==> src/logic/ddrio_pkg.sv <==
/*
  Constants and types shared by the DDR SDRAM I/O datapath.
  Assumes a 200 MHz system clock and a memory clock divided from it.
*/
package ddrio_pkg;

  // ----------------------------------------
  // clocking
  // ----------------------------------------
  localparam int SYS_CLK_MHZ = 200;
  localparam int SYS_PERIOD_PS = 1000000 / SYS_CLK_MHZ;
  localparam int MEM_CK_PERIOD_NS = 80;
  localparam int CK_CYC = MEM_CK_PERIOD_NS * 1000 / SYS_PERIOD_PS;
  localparam int HALF_CYC = CK_CYC / 2;
  localparam int QTR_CYC = CK_CYC / 4;

  // ----------------------------------------
  // read strobe shift, floor to whole cycles
  // ----------------------------------------
  localparam int RD_SHIFT_A_DEG = 90;
  localparam int RD_SHIFT_B_DEG = 72;
  localparam int DLY_A = CK_CYC * RD_SHIFT_A_DEG / 360;
  localparam int DLY_B = CK_CYC * RD_SHIFT_B_DEG / 360;

  // ----------------------------------------
  // widths: four data groups plus one check-bit group
  // ----------------------------------------
  localparam int DATA_GROUPS = 4;
  localparam int ECC_GROUPS = 1;
  localparam int LANES = DATA_GROUPS + ECC_GROUPS;
  localparam int LANE_W = 8;
  localparam int DQ_W = LANES * LANE_W;
  localparam int CMD_W = 3;
  localparam int ADDR_W = 13;
  localparam int PH_W = 4;
  localparam int BUF_DEPTH = 2;

  // ----------------------------------------
  // phase points within one memory clock period
  // ----------------------------------------
  localparam logic [PH_W-1:0] PH_ONE = 4'h1;
  localparam logic [PH_W-1:0] PH_LAST = PH_W'(CK_CYC - 1);
  localparam logic [PH_W-1:0] PH_HALF = PH_W'(HALF_CYC);
  localparam logic [PH_W-1:0] PH_CMD_LAUNCH = PH_W'(HALF_CYC);
  localparam logic [PH_W-1:0] PH_WR_START = PH_W'(CK_CYC - QTR_CYC);
  localparam logic [PH_W-1:0] WF_LAST = PH_W'(CK_CYC - 1);
  localparam logic [PH_W-1:0] WF_DQ_SWITCH = PH_W'(HALF_CYC);
  localparam logic [PH_W-1:0] WF_DQS_RISE = PH_W'(QTR_CYC);
  localparam logic [PH_W-1:0] WF_DQS_FALL = PH_W'(QTR_CYC + HALF_CYC);
  localparam logic [CMD_W-1:0] CMD_NOP = 3'h7;

  typedef enum logic [1:0] {WR_IDLE, WR_WAIT, WR_BURST} ddrio_wr_type;

endpackage

==> src/logic/ddrio_top.sv <==
/*
  DDR SDRAM I/O datapath: memory clock, write launch, read capture, commands.
  Assumes the strobe and data pins are external and sampled by sys_clk,
  which is many times faster than the memory clock built here.
*/
`timescale 1ns/1ps
// Operation
// - data moves twice per memory clock, system clock up to 200 MHz.
// - data on both edges, command and address on one edge only.
// - one active-high write mask per strobe group.
// - wide memories served as independent by-eight strobe groups.
// - check bits travel in a strobe group of their own.
// - command and address launched on the memory clock falling edge.
// - memory clock from output registers; strobe rises with clock rise.
// - received strobe delayed 72 or 90 degrees before capturing data.
// - delayed strobe clocks the capture registers uninverted: rise word on its rise, fall word on its fall.
// - captured words retimed through two further system clock registers.
// - write strobe launched from the 0 degree phase; its enable rises with the data enable.
// - write data and its enable launched a quarter period earlier.
// - write strobe edges centred within each data bit.
module ddrio_top
  import ddrio_pkg::*;
(
  // clock and reset
  input wire logic sys_clk,
  input wire logic srst,
  // write request
  input wire logic wr_valid,
  output logic wr_ready_q,
  input wire logic [DQ_W-1:0] wr_rise,
  input wire logic [DQ_W-1:0] wr_fall,
  input wire logic [LANES-1:0] wr_mask_rise,
  input wire logic [LANES-1:0] wr_mask_fall,
  // command request
  input wire logic cmd_valid,
  output logic cmd_ready_q,
  input wire logic [CMD_W-1:0] cmd_in,
  input wire logic [ADDR_W-1:0] addr_in,
  // read control and data
  input wire logic rd_en,
  input wire logic rd_phase_sel,
  output logic rd_valid,
  input wire logic rd_ready,
  output logic [DQ_W-1:0] rd_rise,
  output logic [DQ_W-1:0] rd_fall,
  output logic rd_overrun_q,
  // memory pins
  output logic mem_ck_q,
  output logic mem_ck_n_q,
  output logic [CMD_W-1:0] cmd_o_q,
  output logic [ADDR_W-1:0] addr_o_q,
  output logic [LANES-1:0] dm_q,
  input wire logic [DQ_W-1:0] dq_i,
  output logic [DQ_W-1:0] dq_o_q,
  output logic [DQ_W-1:0] dq_oe_q,
  input wire logic [LANES-1:0] dqs_i,
  output logic [LANES-1:0] dqs_o_q,
  output logic [LANES-1:0] dqs_oe_q
);

  // tap index for the selected strobe shift
  function automatic int rd_tap(input logic sel);
    return sel ? DLY_B - 1 : DLY_A - 1;
  endfunction

  ddrio_wr_type wst_q, wst_d;
  logic [PH_W-1:0] phase_q, phase_d, wcnt_q, wcnt_d;
  logic [DQ_W-1:0] wrise_q, wrise_d, wfall_q, wfall_d;
  logic [LANES-1:0] mrise_q, mrise_d, mfall_q, mfall_d;
  logic [CMD_W-1:0] pcmd_q, pcmd_d, cmd_o_d;
  logic [ADDR_W-1:0] paddr_q, paddr_d, addr_o_d;
  logic pend_q, pend_d, wr_ready_d, cmd_ready_d, mem_ck_d;
  logic [DQ_W-1:0] dq_o_d, dq_oe_d;
  logic [LANES-1:0] dm_d, dqs_o_d, dqs_oe_d;

  // ----------------------------------------
  // memory clock, write launch and commands
  // ----------------------------------------
  // all pin values are a function of the current phase, so every output lags
  // its phase by one edge and the lag is the same for clock, strobe and data
  always_comb begin
    logic burst;
    logic first;
    burst = (wst_q == WR_BURST);
    first = (wcnt_q < WF_DQ_SWITCH);
    phase_d = (phase_q == PH_LAST) ? '0 : phase_q + PH_ONE;
    wst_d = wst_q;
    wcnt_d = wcnt_q;
    wrise_d = wrise_q;
    wfall_d = wfall_q;
    mrise_d = mrise_q;
    mfall_d = mfall_q;
    unique case (wst_q)
      WR_IDLE: begin
        if (wr_valid && wr_ready_q) begin
          wrise_d = wr_rise;
          wfall_d = wr_fall;
          mrise_d = wr_mask_rise;
          mfall_d = wr_mask_fall;
          wst_d = WR_WAIT;
        end
      end
      WR_WAIT: begin
        // decided from the next phase: the burst state itself costs one edge,
        // and without this the strobe would rise one cycle after the clock
        if (phase_d == PH_WR_START) begin
          wst_d = WR_BURST;
          wcnt_d = '0;
        end
      end
      WR_BURST: begin
        wcnt_d = wcnt_q + PH_ONE;
        if (wcnt_q == WF_LAST) begin
          wst_d = WR_IDLE;
        end
      end
    endcase
    wr_ready_d = (wst_d == WR_IDLE);
    mem_ck_d = (phase_q < PH_HALF);
    dq_oe_d = {DQ_W{burst}};
    dq_o_d = burst ? (first ? wrise_q : wfall_q) : '0;
    dm_d = burst ? (first ? mrise_q : mfall_q) : '0;
    dqs_oe_d = {LANES{burst}};
    dqs_o_d = {LANES{burst && wcnt_q >= WF_DQS_RISE && wcnt_q < WF_DQS_FALL}};
    pend_d = pend_q;
    pcmd_d = pcmd_q;
    paddr_d = paddr_q;
    cmd_o_d = cmd_o_q;
    addr_o_d = addr_o_q;
    if (phase_q == PH_CMD_LAUNCH) begin
      cmd_o_d = pend_q ? pcmd_q : CMD_NOP;
      addr_o_d = pend_q ? paddr_q : addr_o_q;
      pend_d = 1'b0;
    end
    if (cmd_valid && cmd_ready_q) begin
      pend_d = 1'b1;
      pcmd_d = cmd_in;
      paddr_d = addr_in;
    end
    cmd_ready_d = !pend_d;
  end

  always_ff @(posedge sys_clk) begin
    if (srst) begin
      wst_q <= WR_IDLE;
      phase_q <= '0;
      wcnt_q <= '0;
      pend_q <= 1'b0;
      wr_ready_q <= 1'b0;
      cmd_ready_q <= 1'b0;
      mem_ck_q <= 1'b0;
      mem_ck_n_q <= 1'b1;
      cmd_o_q <= CMD_NOP;
      addr_o_q <= '0;
      dq_o_q <= '0;
      dq_oe_q <= '0;
      dm_q <= '0;
      dqs_o_q <= '0;
      dqs_oe_q <= '0;
    end else begin
      wst_q <= wst_d;
      phase_q <= phase_d;
      wcnt_q <= wcnt_d;
      pend_q <= pend_d;
      wr_ready_q <= wr_ready_d;
      cmd_ready_q <= cmd_ready_d;
      mem_ck_q <= mem_ck_d;
      mem_ck_n_q <= !mem_ck_d;
      cmd_o_q <= cmd_o_d;
      addr_o_q <= addr_o_d;
      dq_o_q <= dq_o_d;
      dq_oe_q <= dq_oe_d;
      dm_q <= dm_d;
      dqs_o_q <= dqs_o_d;
      dqs_oe_q <= dqs_oe_d;
    end
    wrise_q <= wrise_d;
    wfall_q <= wfall_d;
    mrise_q <= mrise_d;
    mfall_q <= mfall_d;
    pcmd_q <= pcmd_d;
    paddr_q <= paddr_d;
  end

  // ----------------------------------------
  // read capture
  // ----------------------------------------
  logic [DQ_W-1:0] dq_s1_q, dq_s2_q;
  logic [LANES-1:0] dqs_s1_q, dqs_s2_q, dqs_s3_q, rise_ev, fall_ev, done_q, done_d;
  logic sel_q, rd_armed, all_done, push_q, buf_ready, overrun_d;
  logic [DLY_A-1:0] evr_q [LANES];
  logic [DLY_A-1:0] evr_d [LANES];
  logic [DLY_A-1:0] evf_q [LANES];
  logic [DLY_A-1:0] evf_d [LANES];
  logic cap_r [LANES];
  logic cap_f [LANES];
  logic [LANE_W-1:0] rcap_q [LANES];
  logic [LANE_W-1:0] rcap_d [LANES];
  logic [LANE_W-1:0] prise_q [LANES];
  logic [LANE_W-1:0] prise_d [LANES];
  logic [LANE_W-1:0] pfall_q [LANES];
  logic [LANE_W-1:0] pfall_d [LANES];
  logic [DQ_W-1:0] pr_flat, pf_flat;

  // strobe edges seen after two sync flops; data goes through the same depth
  // edge-aligned strobe
  assign rise_ev = dqs_s2_q & ~dqs_s3_q;
  assign fall_ev = ~dqs_s2_q & dqs_s3_q;
  // a read during a write burst would only see our own strobe
  assign rd_armed = rd_en && (wst_q != WR_BURST);

  for (genvar l = 0; l < LANES; l++) begin : g_lane
    always_comb begin
      evr_d[l] = {evr_q[l][DLY_A-2:0], rise_ev[l]};
      evf_d[l] = {evf_q[l][DLY_A-2:0], fall_ev[l]};
      cap_r[l] = evr_q[l][rd_tap(sel_q)] && rd_armed;
      cap_f[l] = evf_q[l][rd_tap(sel_q)] && rd_armed;
      rcap_d[l] = cap_r[l] ? dq_s2_q[l*LANE_W +: LANE_W] : rcap_q[l];
      prise_d[l] = prise_q[l];
      pfall_d[l] = pfall_q[l];
      if (cap_f[l]) begin
        prise_d[l] = rcap_q[l];
        pfall_d[l] = dq_s2_q[l*LANE_W +: LANE_W];
      end
    end
  end

  // group completion; a new capture wins over the clear
  always_comb begin
    all_done = &done_q;
    for (int l = 0; l < LANES; l++) begin
      done_d[l] = cap_f[l] || (done_q[l] && !all_done);
      pr_flat[l*LANE_W +: LANE_W] = prise_q[l];
      pf_flat[l*LANE_W +: LANE_W] = pfall_q[l];
    end
    overrun_d = rd_overrun_q || (push_q && !buf_ready);
  end

  always_ff @(posedge sys_clk) begin
    if (srst) begin
      dqs_s1_q <= '0;
      dqs_s2_q <= '0;
      dqs_s3_q <= '0;
      done_q <= '0;
      push_q <= 1'b0;
      sel_q <= 1'b0;
      rd_overrun_q <= 1'b0;
      for (int l = 0; l < LANES; l++) begin
        evr_q[l] <= '0;
        evf_q[l] <= '0;
      end
    end else begin
      dqs_s1_q <= dqs_i;
      dqs_s2_q <= dqs_s1_q;
      dqs_s3_q <= dqs_s2_q;
      done_q <= done_d;
      push_q <= all_done;
      sel_q <= rd_phase_sel;
      rd_overrun_q <= overrun_d;
      evr_q <= evr_d;
      evf_q <= evf_d;
    end
    dq_s1_q <= dq_i;
    dq_s2_q <= dq_s1_q;
    rcap_q <= rcap_d;
    prise_q <= prise_d;
    pfall_q <= pfall_d;
  end

  ddrio_buf #(.W(2 * DQ_W), .DEPTH(BUF_DEPTH)) u_buf (
    .sys_clk(sys_clk),
    .srst(srst),
    .in_valid(push_q),
    .in_ready(buf_ready),
    .in_data({pf_flat, pr_flat}),
    .out_valid(rd_valid),
    .out_ready(rd_ready),
    .out_data({rd_fall, rd_rise})
  );
endmodule

==> src/logic/ddrio_buf.sv <==
/*
  Two-entry buffer with valid and ready on both sides.
  Assumes one clock, synchronous active-high reset; head entry drives the output.
*/
`timescale 1ns/1ps
module ddrio_buf #(
  parameter int W = 80,
  parameter int DEPTH = 2
) (
  // clock and reset
  input wire logic sys_clk,
  input wire logic srst,
  // fill side
  input wire logic in_valid,
  output logic in_ready,
  input wire logic [W-1:0] in_data,
  // drain side
  output logic out_valid,
  input wire logic out_ready,
  output logic [W-1:0] out_data
);

  localparam int CW = $clog2(DEPTH + 1);

  logic [W-1:0] mem_q [DEPTH];
  logic [W-1:0] mem_d [DEPTH];
  logic [CW-1:0] cnt_q, cnt_d;
  logic valid_d, ready_d;

  // ----------------------------------------
  // shift-down queue: entry 0 is always the head
  // ----------------------------------------
  // outputs come from flops, so valid and ready are recomputed from the next count
  always_comb begin
    logic push;
    logic pop;
    int wr_idx;
    push = in_valid && in_ready;
    pop = out_valid && out_ready;
    wr_idx = int'(cnt_q) - (pop ? 1 : 0);
    for (int i = 0; i < DEPTH; i++) begin
      mem_d[i] = (pop && i + 1 < DEPTH) ? mem_q[(i + 1) % DEPTH] : mem_q[i];
      if (push && i == wr_idx) begin
        mem_d[i] = in_data;
      end
    end
    cnt_d = CW'(int'(cnt_q) + (push ? 1 : 0) - (pop ? 1 : 0));
    valid_d = (cnt_d != '0);
    ready_d = (int'(cnt_d) < DEPTH);
  end

  always_ff @(posedge sys_clk) begin
    if (srst) begin
      cnt_q <= '0;
      out_valid <= 1'b0;
      in_ready <= 1'b0;
    end else begin
      cnt_q <= cnt_d;
      out_valid <= valid_d;
      in_ready <= ready_d;
    end
    mem_q <= mem_d;
  end

  assign out_data = mem_q[0];

endmodule

==> config.mk <==
export PLATFORM = sky130hd
export DESIGN_NAME = ddrio_top
export DESIGN_NICKNAME = d
export VERILOG_FILES = /design/src/logic/ddrio_pkg.sv /design/src/logic/ddrio_top.sv /design/src/logic/ddrio_buf.sv
export SDC_FILE = /design/constraint.sdc
export NUM_CORES = 1
export LEC_CHECK = 0
export BUFFER_PORTS_ARGS = -buffer_cell sky130_fd_sc_hd__buf_2
export CAP_MARGIN = 20
export CORE_UTILIZATION = 55
export DETAILED_ROUTE_END_ITERATION = 10
export GPL_TIMING_DRIVEN = 0
export PLACE_DENSITY = 0.79
export SLEW_MARGIN = 15
export SYNTH_ARGS = -nofsm -noshare
export SYNTH_HDL_FRONTEND = slang
export SYNTH_SLANG_ARGS = --single-unit
==> constraint.sdc <==
create_clock -name sys_clk -period 3.84 [get_ports sys_clk]
set_clock_uncertainty 0.05 [all_clocks]
set_input_delay 0.384 -clock sys_clk [delete_from_list [all_inputs] [get_ports sys_clk]]
set_output_delay 0.384 -clock sys_clk [all_outputs]
set_load 0.01 [all_outputs]
# --- Yosys cells after proc, flatten, opt, wreduce, memory -nomap -nowiden ---
# Index checks and enable logic that the tools add are counted.
word_totals:
  register_bits: 612
  output_inout_bits: 197
  input_bits: 158
  elab_cells: 178
classes:
  n_eq_ne: 9
  mux: 47
  bitwise: 5
  reduce_logical: 46
  addsub: 5
  magnitude_cmp: 6
op_table:
  columns: ["cell", "n"]
  rows:
  - ["80-bit 2-to-1 mux", 2]
  - ["40-bit 2-to-1 mux", 1]
  - ["2-bit by 32-bit == test with 1-bit output (first input constant)", 1]
  - ["32-bit zero test", 1]
  - ["3-bit by 32-bit subtractor with 32-bit output", 1]
  - ["1-bit logical AND", 25]
  - ["1-bit 2-to-1 mux", 25]
  - ["1-bit binary-select mux with 2-bit select", 10]
  - ["4-bit == test (second input constant)", 4]
  - ["4-bit less-than comparator (second input constant)", 3]
  - ["5-bit bitwise AND", 2]
  - ["5-bit inverter", 2]
  - ["4-bit by 1-bit adder with 4-bit output (second input constant)", 2]
  - ["4-bit 2-to-1 mux", 2]
  - ["4-bit one-hot mux with 2 select lines", 1]
  - ["1-bit logical OR", 6]
  - ["2-bit 2-to-1 mux", 3]
  - ["2-bit one-hot mux with 3 select lines", 1]
  - ["2-bit AND reduction", 3]
  - ["2-bit nonzero test", 3]
  - ["5-bit 2-to-1 mux", 1]
  - ["5-bit AND reduction", 1]
  - ["4-bit by 3-bit >= comparator with 1-bit output (second input constant)", 1]
  - ["1-bit zero test", 4]
  - ["other kinds (11)", 13]

# --- Logic depth before layout (Yosys ltp) ---
logic_depth:
  depth_word: 6
  depth_mapped: 8
  mapped_depth_nobuf: 8

# --- By module ---
# A second synthesis with hierarchy kept.
hier_totals:
  cells_unflattened: 1166
  hier_area_um2: 20505.9
by_module_without_submodules:
  columns: ["mod", "n_inst", "cells_per_inst", "area_each_um2", "seq_area_each_um2"]
  rows:
  - ["ddrio_top", 1, 813, 13563.0, 11210.8]
  - ["ddrio_buf", 1, 353, 6942.9, 4884.7]

# --- Worst setup path before layout ---
# No wires, ideal clock.
synth_timing:
  path_type: "input to register"
  startpoint: "input rd_ready"
  endpoint: "register u_buf.mem_q[0] in the netlist's numbering, enable pin"
  slack_ns: 0.473
  t_arrival_ns: 2.869
  path_buffers: 0
  setup_time_ns: 0.447
  stages: 5
  required_time_ns: 3.343
  cell_sequence: "nand2_1 > inv_1 > ha_1 > ha_1 > and3_1"
synth_via:
  elab_chain_len: 5
synth_rtl:
  columns: ["element", "line", "rtl"]
  rows:
  - ["start: declaration", "ddrio_top.sv:43", "input wire logic rd_ready,"]
  - ["1-bit logical AND", "ddrio_buf.sv:39", "pop = out_valid && out_ready;"]
  - ["1-bit 2-to-1 mux", "ddrio_buf.sv:40", "wr_idx = int'(cnt_q) - (pop ? 1 : 0);"]
  - ["3-bit by 32-bit subtractor with 32-bit output", "ddrio_buf.sv:40", null]
  - ["2-bit by 32-bit == test with 1-bit output", "ddrio_buf.sv:43", "if (push && i == wr_idx) begin"]
  - ["1-bit logical AND", "ddrio_buf.sv:43", null]
  - ["end signal: assignment", "ddrio_buf.sv:62", "mem_q <= mem_d;"]
  - ["end: declaration", "ddrio_buf.sv:25", "logic [W-1:0] mem_q [DEPTH];"]
# No other way between the ends.
# A chain may end at the register's enable or synchronous reset.

# --- Worst setup path after layout ---
layout_timing:
  startpoint: "register u_buf.out_valid"
  endpoint: "register u_buf.mem_q (netlist bit u_buf.out_data[44]), enable pin"
layout_via:
  elab_chain_len: 6
layout_rtl:
  columns: ["element", "line", "rtl"]
  rows:
  - ["start: declaration", "ddrio_buf.sv:18", "output logic out_valid,"]
  - ["start signal: assignment", "ddrio_buf.sv:59", "out_valid <= valid_d;"]
  - ["1-bit logical AND (*)", "ddrio_buf.sv:39", null]
  - ["1-bit 2-to-1 mux", "ddrio_buf.sv:40", null]
  - ["3-bit by 32-bit subtractor with 32-bit output", "ddrio_buf.sv:40", null]
  - ["32-bit zero test", "ddrio_buf.sv:43", null]
  - ["1-bit logical AND", "ddrio_buf.sv:43", null]
  - ["2-bit nonzero test (no line) (*)", null, null]
# Every way passes the cells marked *; elsewhere a longest branch is shown, timed or not.

==> results.json <==
{
  "die_w_um": 194,
  "startpoint": "u_buf.out_valid",
  "crit_path_end": "u_buf.out_data[44]",
  "setup.worst_path.start_class": "flop",
  "worst_hold_path_type": "primary input to flop",
  "switchingPower_w": 0.00287,
  "cts_root_buffer": "clkbuf_16",
  "grt_overflow_total": 0,
  "antenna_found_initial": 3,
  "drc_errors": 0,
  "grt_pass1_vias": 11800,
  "grt_max_degree": 50,
  "place_area_um2": 22700,
  "cts_buffer_depth": 3,
  "final_common_cell": "edfxtp_1",
  "drt_iter0_markers": 585,
  "pwr-share-comb_pct": 5.1,
  "power_frac_seq_pct": 53.3,
  "finalWorstSetupSlack_ns": 1.27,
  "yosysSeqAreaShare_pct": 79.7,
  "synthAdderAreaFrac_pct": 0.558,
  "status": "finished clean",
  "die-area_um2": 37500,
  "cap_viol_max_count": 0,
  "swShare_pct": 21.0,
  "yosys_register_bits": 611,
  "period_needed_ns": 2.57,
  "area_growth_pct": 29.5,
  "clock.fmax_mhz": 390,
  "final_cell_mix": "edfxtp_1, buf_2, dfxtp_1, dlygate4sd3_1, buf_4",
  "rows": 69,
  "ir_drop_mv": 0.484,
  "netlist_area_um2": 20200,
  "avgSynthCellArea_um2": 17.3,
  "ys_async_sr_fraction_pct": 0,
  "multi_input_area_um2": 2890,
  "vias": 11000,
  "cts.clk_slew.worst_paths_ns": 0.06,
  "io_pins": 355,
  "firstDrtPassIters": 5,
  "grt_setup_unrepaired": "no",
  "synth_fp_nets": 1331,
  "finalPower_w": 0.0137,
  "clkLatencyLatePin_ns": 0.62,
  "grt_pass1_wl_mm": 65.0,
  "final_hold_viol_count": 0,
  "final_antenna_net_count": 0,
  "die_h_um": 194,
  "syn_inst": 1164,
  "yosysTopAreaCellShare_pct": 57.4,
  "slew_headroom_pct": 39.7,
  "ys.flop_type": "edfxtp_1",
  "dp_cells": 1986,
  "wirelength_mm": 42.1,
  "p_per_area_nw_per_um2": 522,
  "path_max_fanout": 44,
  "post_cts_buffers": 0,
  "drive_above_1_share_pct": 39.7,
  "num-nets-final": 1902,
  "via_per_inst": 4.91,
  "track_usage_pct": 22.7,
  "io_buffers": 353,
  "place_ws_ns": 1.07,
  "endpoint_kind": "flop",
  "synth_compound_area_share_pct": 1.33,
  "cts_max_level": 2,
  "tightestPinTransition_ns": 0.901,
  "internal-power_w": 0.0108,
  "synth_cell_type_count": 45,
  "synth_mux_area_share_pct": 7.29,
  "synth_xor_area_share_pct": 0.130,
  "dp_hpwl_mm": 24.6,
  "final_cells": 2247,
  "worstRegToRegCells": 7,
  "rr_startpoint": "u_buf.out_valid",
  "crit_arrival_ns": 2.80,
  "synthSimpleGateAreaFrac_pct": 4.86,
  "worstPathRequired_ns": 4.08,
  "setup_viol": 0,
  "period_share_pct": 66.8,
  "fill_cells": 2057,
  "core_area_um2": 35800,
  "path_class": "flop to flop",
  "timing.rr.end": "u_buf.out_data[44]",
  "yosys_warnings": 0,
  "ys_top_cells_by_area": "edfxtp_1, dfxtp_1, buf_4, mux2_2, mux2i_1",
  "drv_slew": 0,
  "synth_top_family_by_area": "multiplexers",
  "numCtsBuffers": 56,
  "final_area_um2": 26100,
  "wire_per_inst_um": 18.7,
  "layout.area.seq_um2": 16100,
  "cts.sinks": 611,
  "initial_utilization_pct": 56.3,
  "r2r_slack_ns": 1.27,
  "gp_congestion": 0.758,
  "p_leak_nw": 10.3,
  "clkPwrFrac_pct": 41.5,
  "postLayoutCoreUtil_pct": 73.0,
  "cts_tree": "built",
  "yosys.area.top_type": "edfxtp_1",
  "synth_edf_count": 386
}
layout make-up:
| cell class | instances | area share (%) |
|---|---|---|
| Timing Repair Buffer | 513 | 13.1 |
| Clock inverter | 25 | 1.08 |
| Sequential cell | 611 | 61.6 |
| Multi-Input combinational cell | 379 | 11.0 |
| Antenna cell | 3 | 0.0287 |
| Inverter | 13 | 0.187 |
| Tap cell | 461 | 2.21 |
| Buffer | 161 | 4.52 |
| Clock buffer | 81 | 6.28 |
registers in the layout, summed over array words and instances (netlist names), 13 cells and up:
| signal | count |
|---|---|
| paddr_q | 13 |
| dq_o_q | 40 |
| dq_s2_q | 40 |
| pr_flat | 40 |
| addr_o_q | 13 |
| pf_flat | 40 |
| wrise_q | 40 |
| dq_s1_q | 40 |
| rcap_q | 40 |
| evr_d | 15 |
| u_buf.out_data | 80 |
| wfall_q | 40 |
| u_buf.mem_q | 80 |
| evf_d | 15 |
Yosys cell counts (all sizes together), types with 2 or more instances:
library cell	n
clkbuf	8
a21oi	22
nand2	34
o21bai	3
dfxtp	225
a311oi	2
edfxtp	386
o21ai	2
and2	4
a211oi	2
or2	2
inv	13
ha	9
mux2i	57
nor2b	57
mux2	80
nand3b	4
xnor2	2
and3b	2
nand3	3
buf	153
nor3b	8
and3	2
nor2	73
critical path, stage by stage, from the launching register on:
cell     delay [ns]
dfxtp_1        0.32
nand2_1        0.15
inv_1          0.07
ha_1           0.36
nand3_4        0.22
buf_6          0.24
nand2_4        0.48
buf_12         0.31
stage by stage:
step	hold slack [ns]	TNS, ns
6_report	0.115	0
5_1_grt	0.104	0
4_1_cts	0.0697	0
3_5_place_dp	0.262	0
3_3_place_gp	0.262	-132.97
2_1_floorplan	0.260	0
power by group through the flow:
stage | logic [W] | clock network, W | registers (W)
after CTS | 0.000688 | 0.00575 | 0.00728
after global routing | 0.000750 | 0.00604 | 0.00730
after floorplan | 0.000307 | 0 | 0.00741
after global placement | 0.000526 | 0 | 0.00744
final | 0.000700 | 0.00567 | 0.00729
after detailed placement | 0.000560 | 0 | 0.00742
routing by layer:
metal,share of wire [%],routed length [um],up-vias,GRT usage [%]
met5,0.029,12,-,0
met3,7.2,3050,90,5.81
met1,38,16200,5338,26.4
li1,-,-,5157,-
met4,3.3,1380,2,9.42
met2,51,21500,438,40.1
how the worst min path moves through the flow:
stage | from | to | slack, ns | cells after the start
after detailed placement | dq_s1_q[14] | dq_s2_q[14] | 0.26 | 0
final | srst | dqs_s3_q[3] | 0.11 | 2
after CTS | srst | u_buf.cnt_q[0] | 0.07 | 2
after global placement | dq_s1_q[10] | dq_s2_q[10] | 0.26 | 0
after floorplan | dq_s1_q[0] | dq_s2_q[0] | 0.26 | 0
after global routing | srst | dqs_s3_q[2] | 0.10 | 2
kinds of logic (layout without fill, tap and decap cells):
| kind of cell | count (synthesis) | after routing |
|---|---|---|
| muxes | 137 | 137 |
| and+or+nand+nor | 192 | 192 |
| buffers and inverters | 174 | 793 |
| DFF | 611 | 611 |
| other | 0 | 3 |
| adders and majority gates | 9 | 9 |
| xor gates and xnor gates | 3 | 3 |
| AOI/OAI and AO/OA | 38 | 38 |
timing repair:
item / 4_1_cts / 5_1_grt
hold endpoints to repair: 152 / 0
gates resized for setup: 0 / 0
hold buffers: 152 / 0
(Power assumes the default switching activity.)
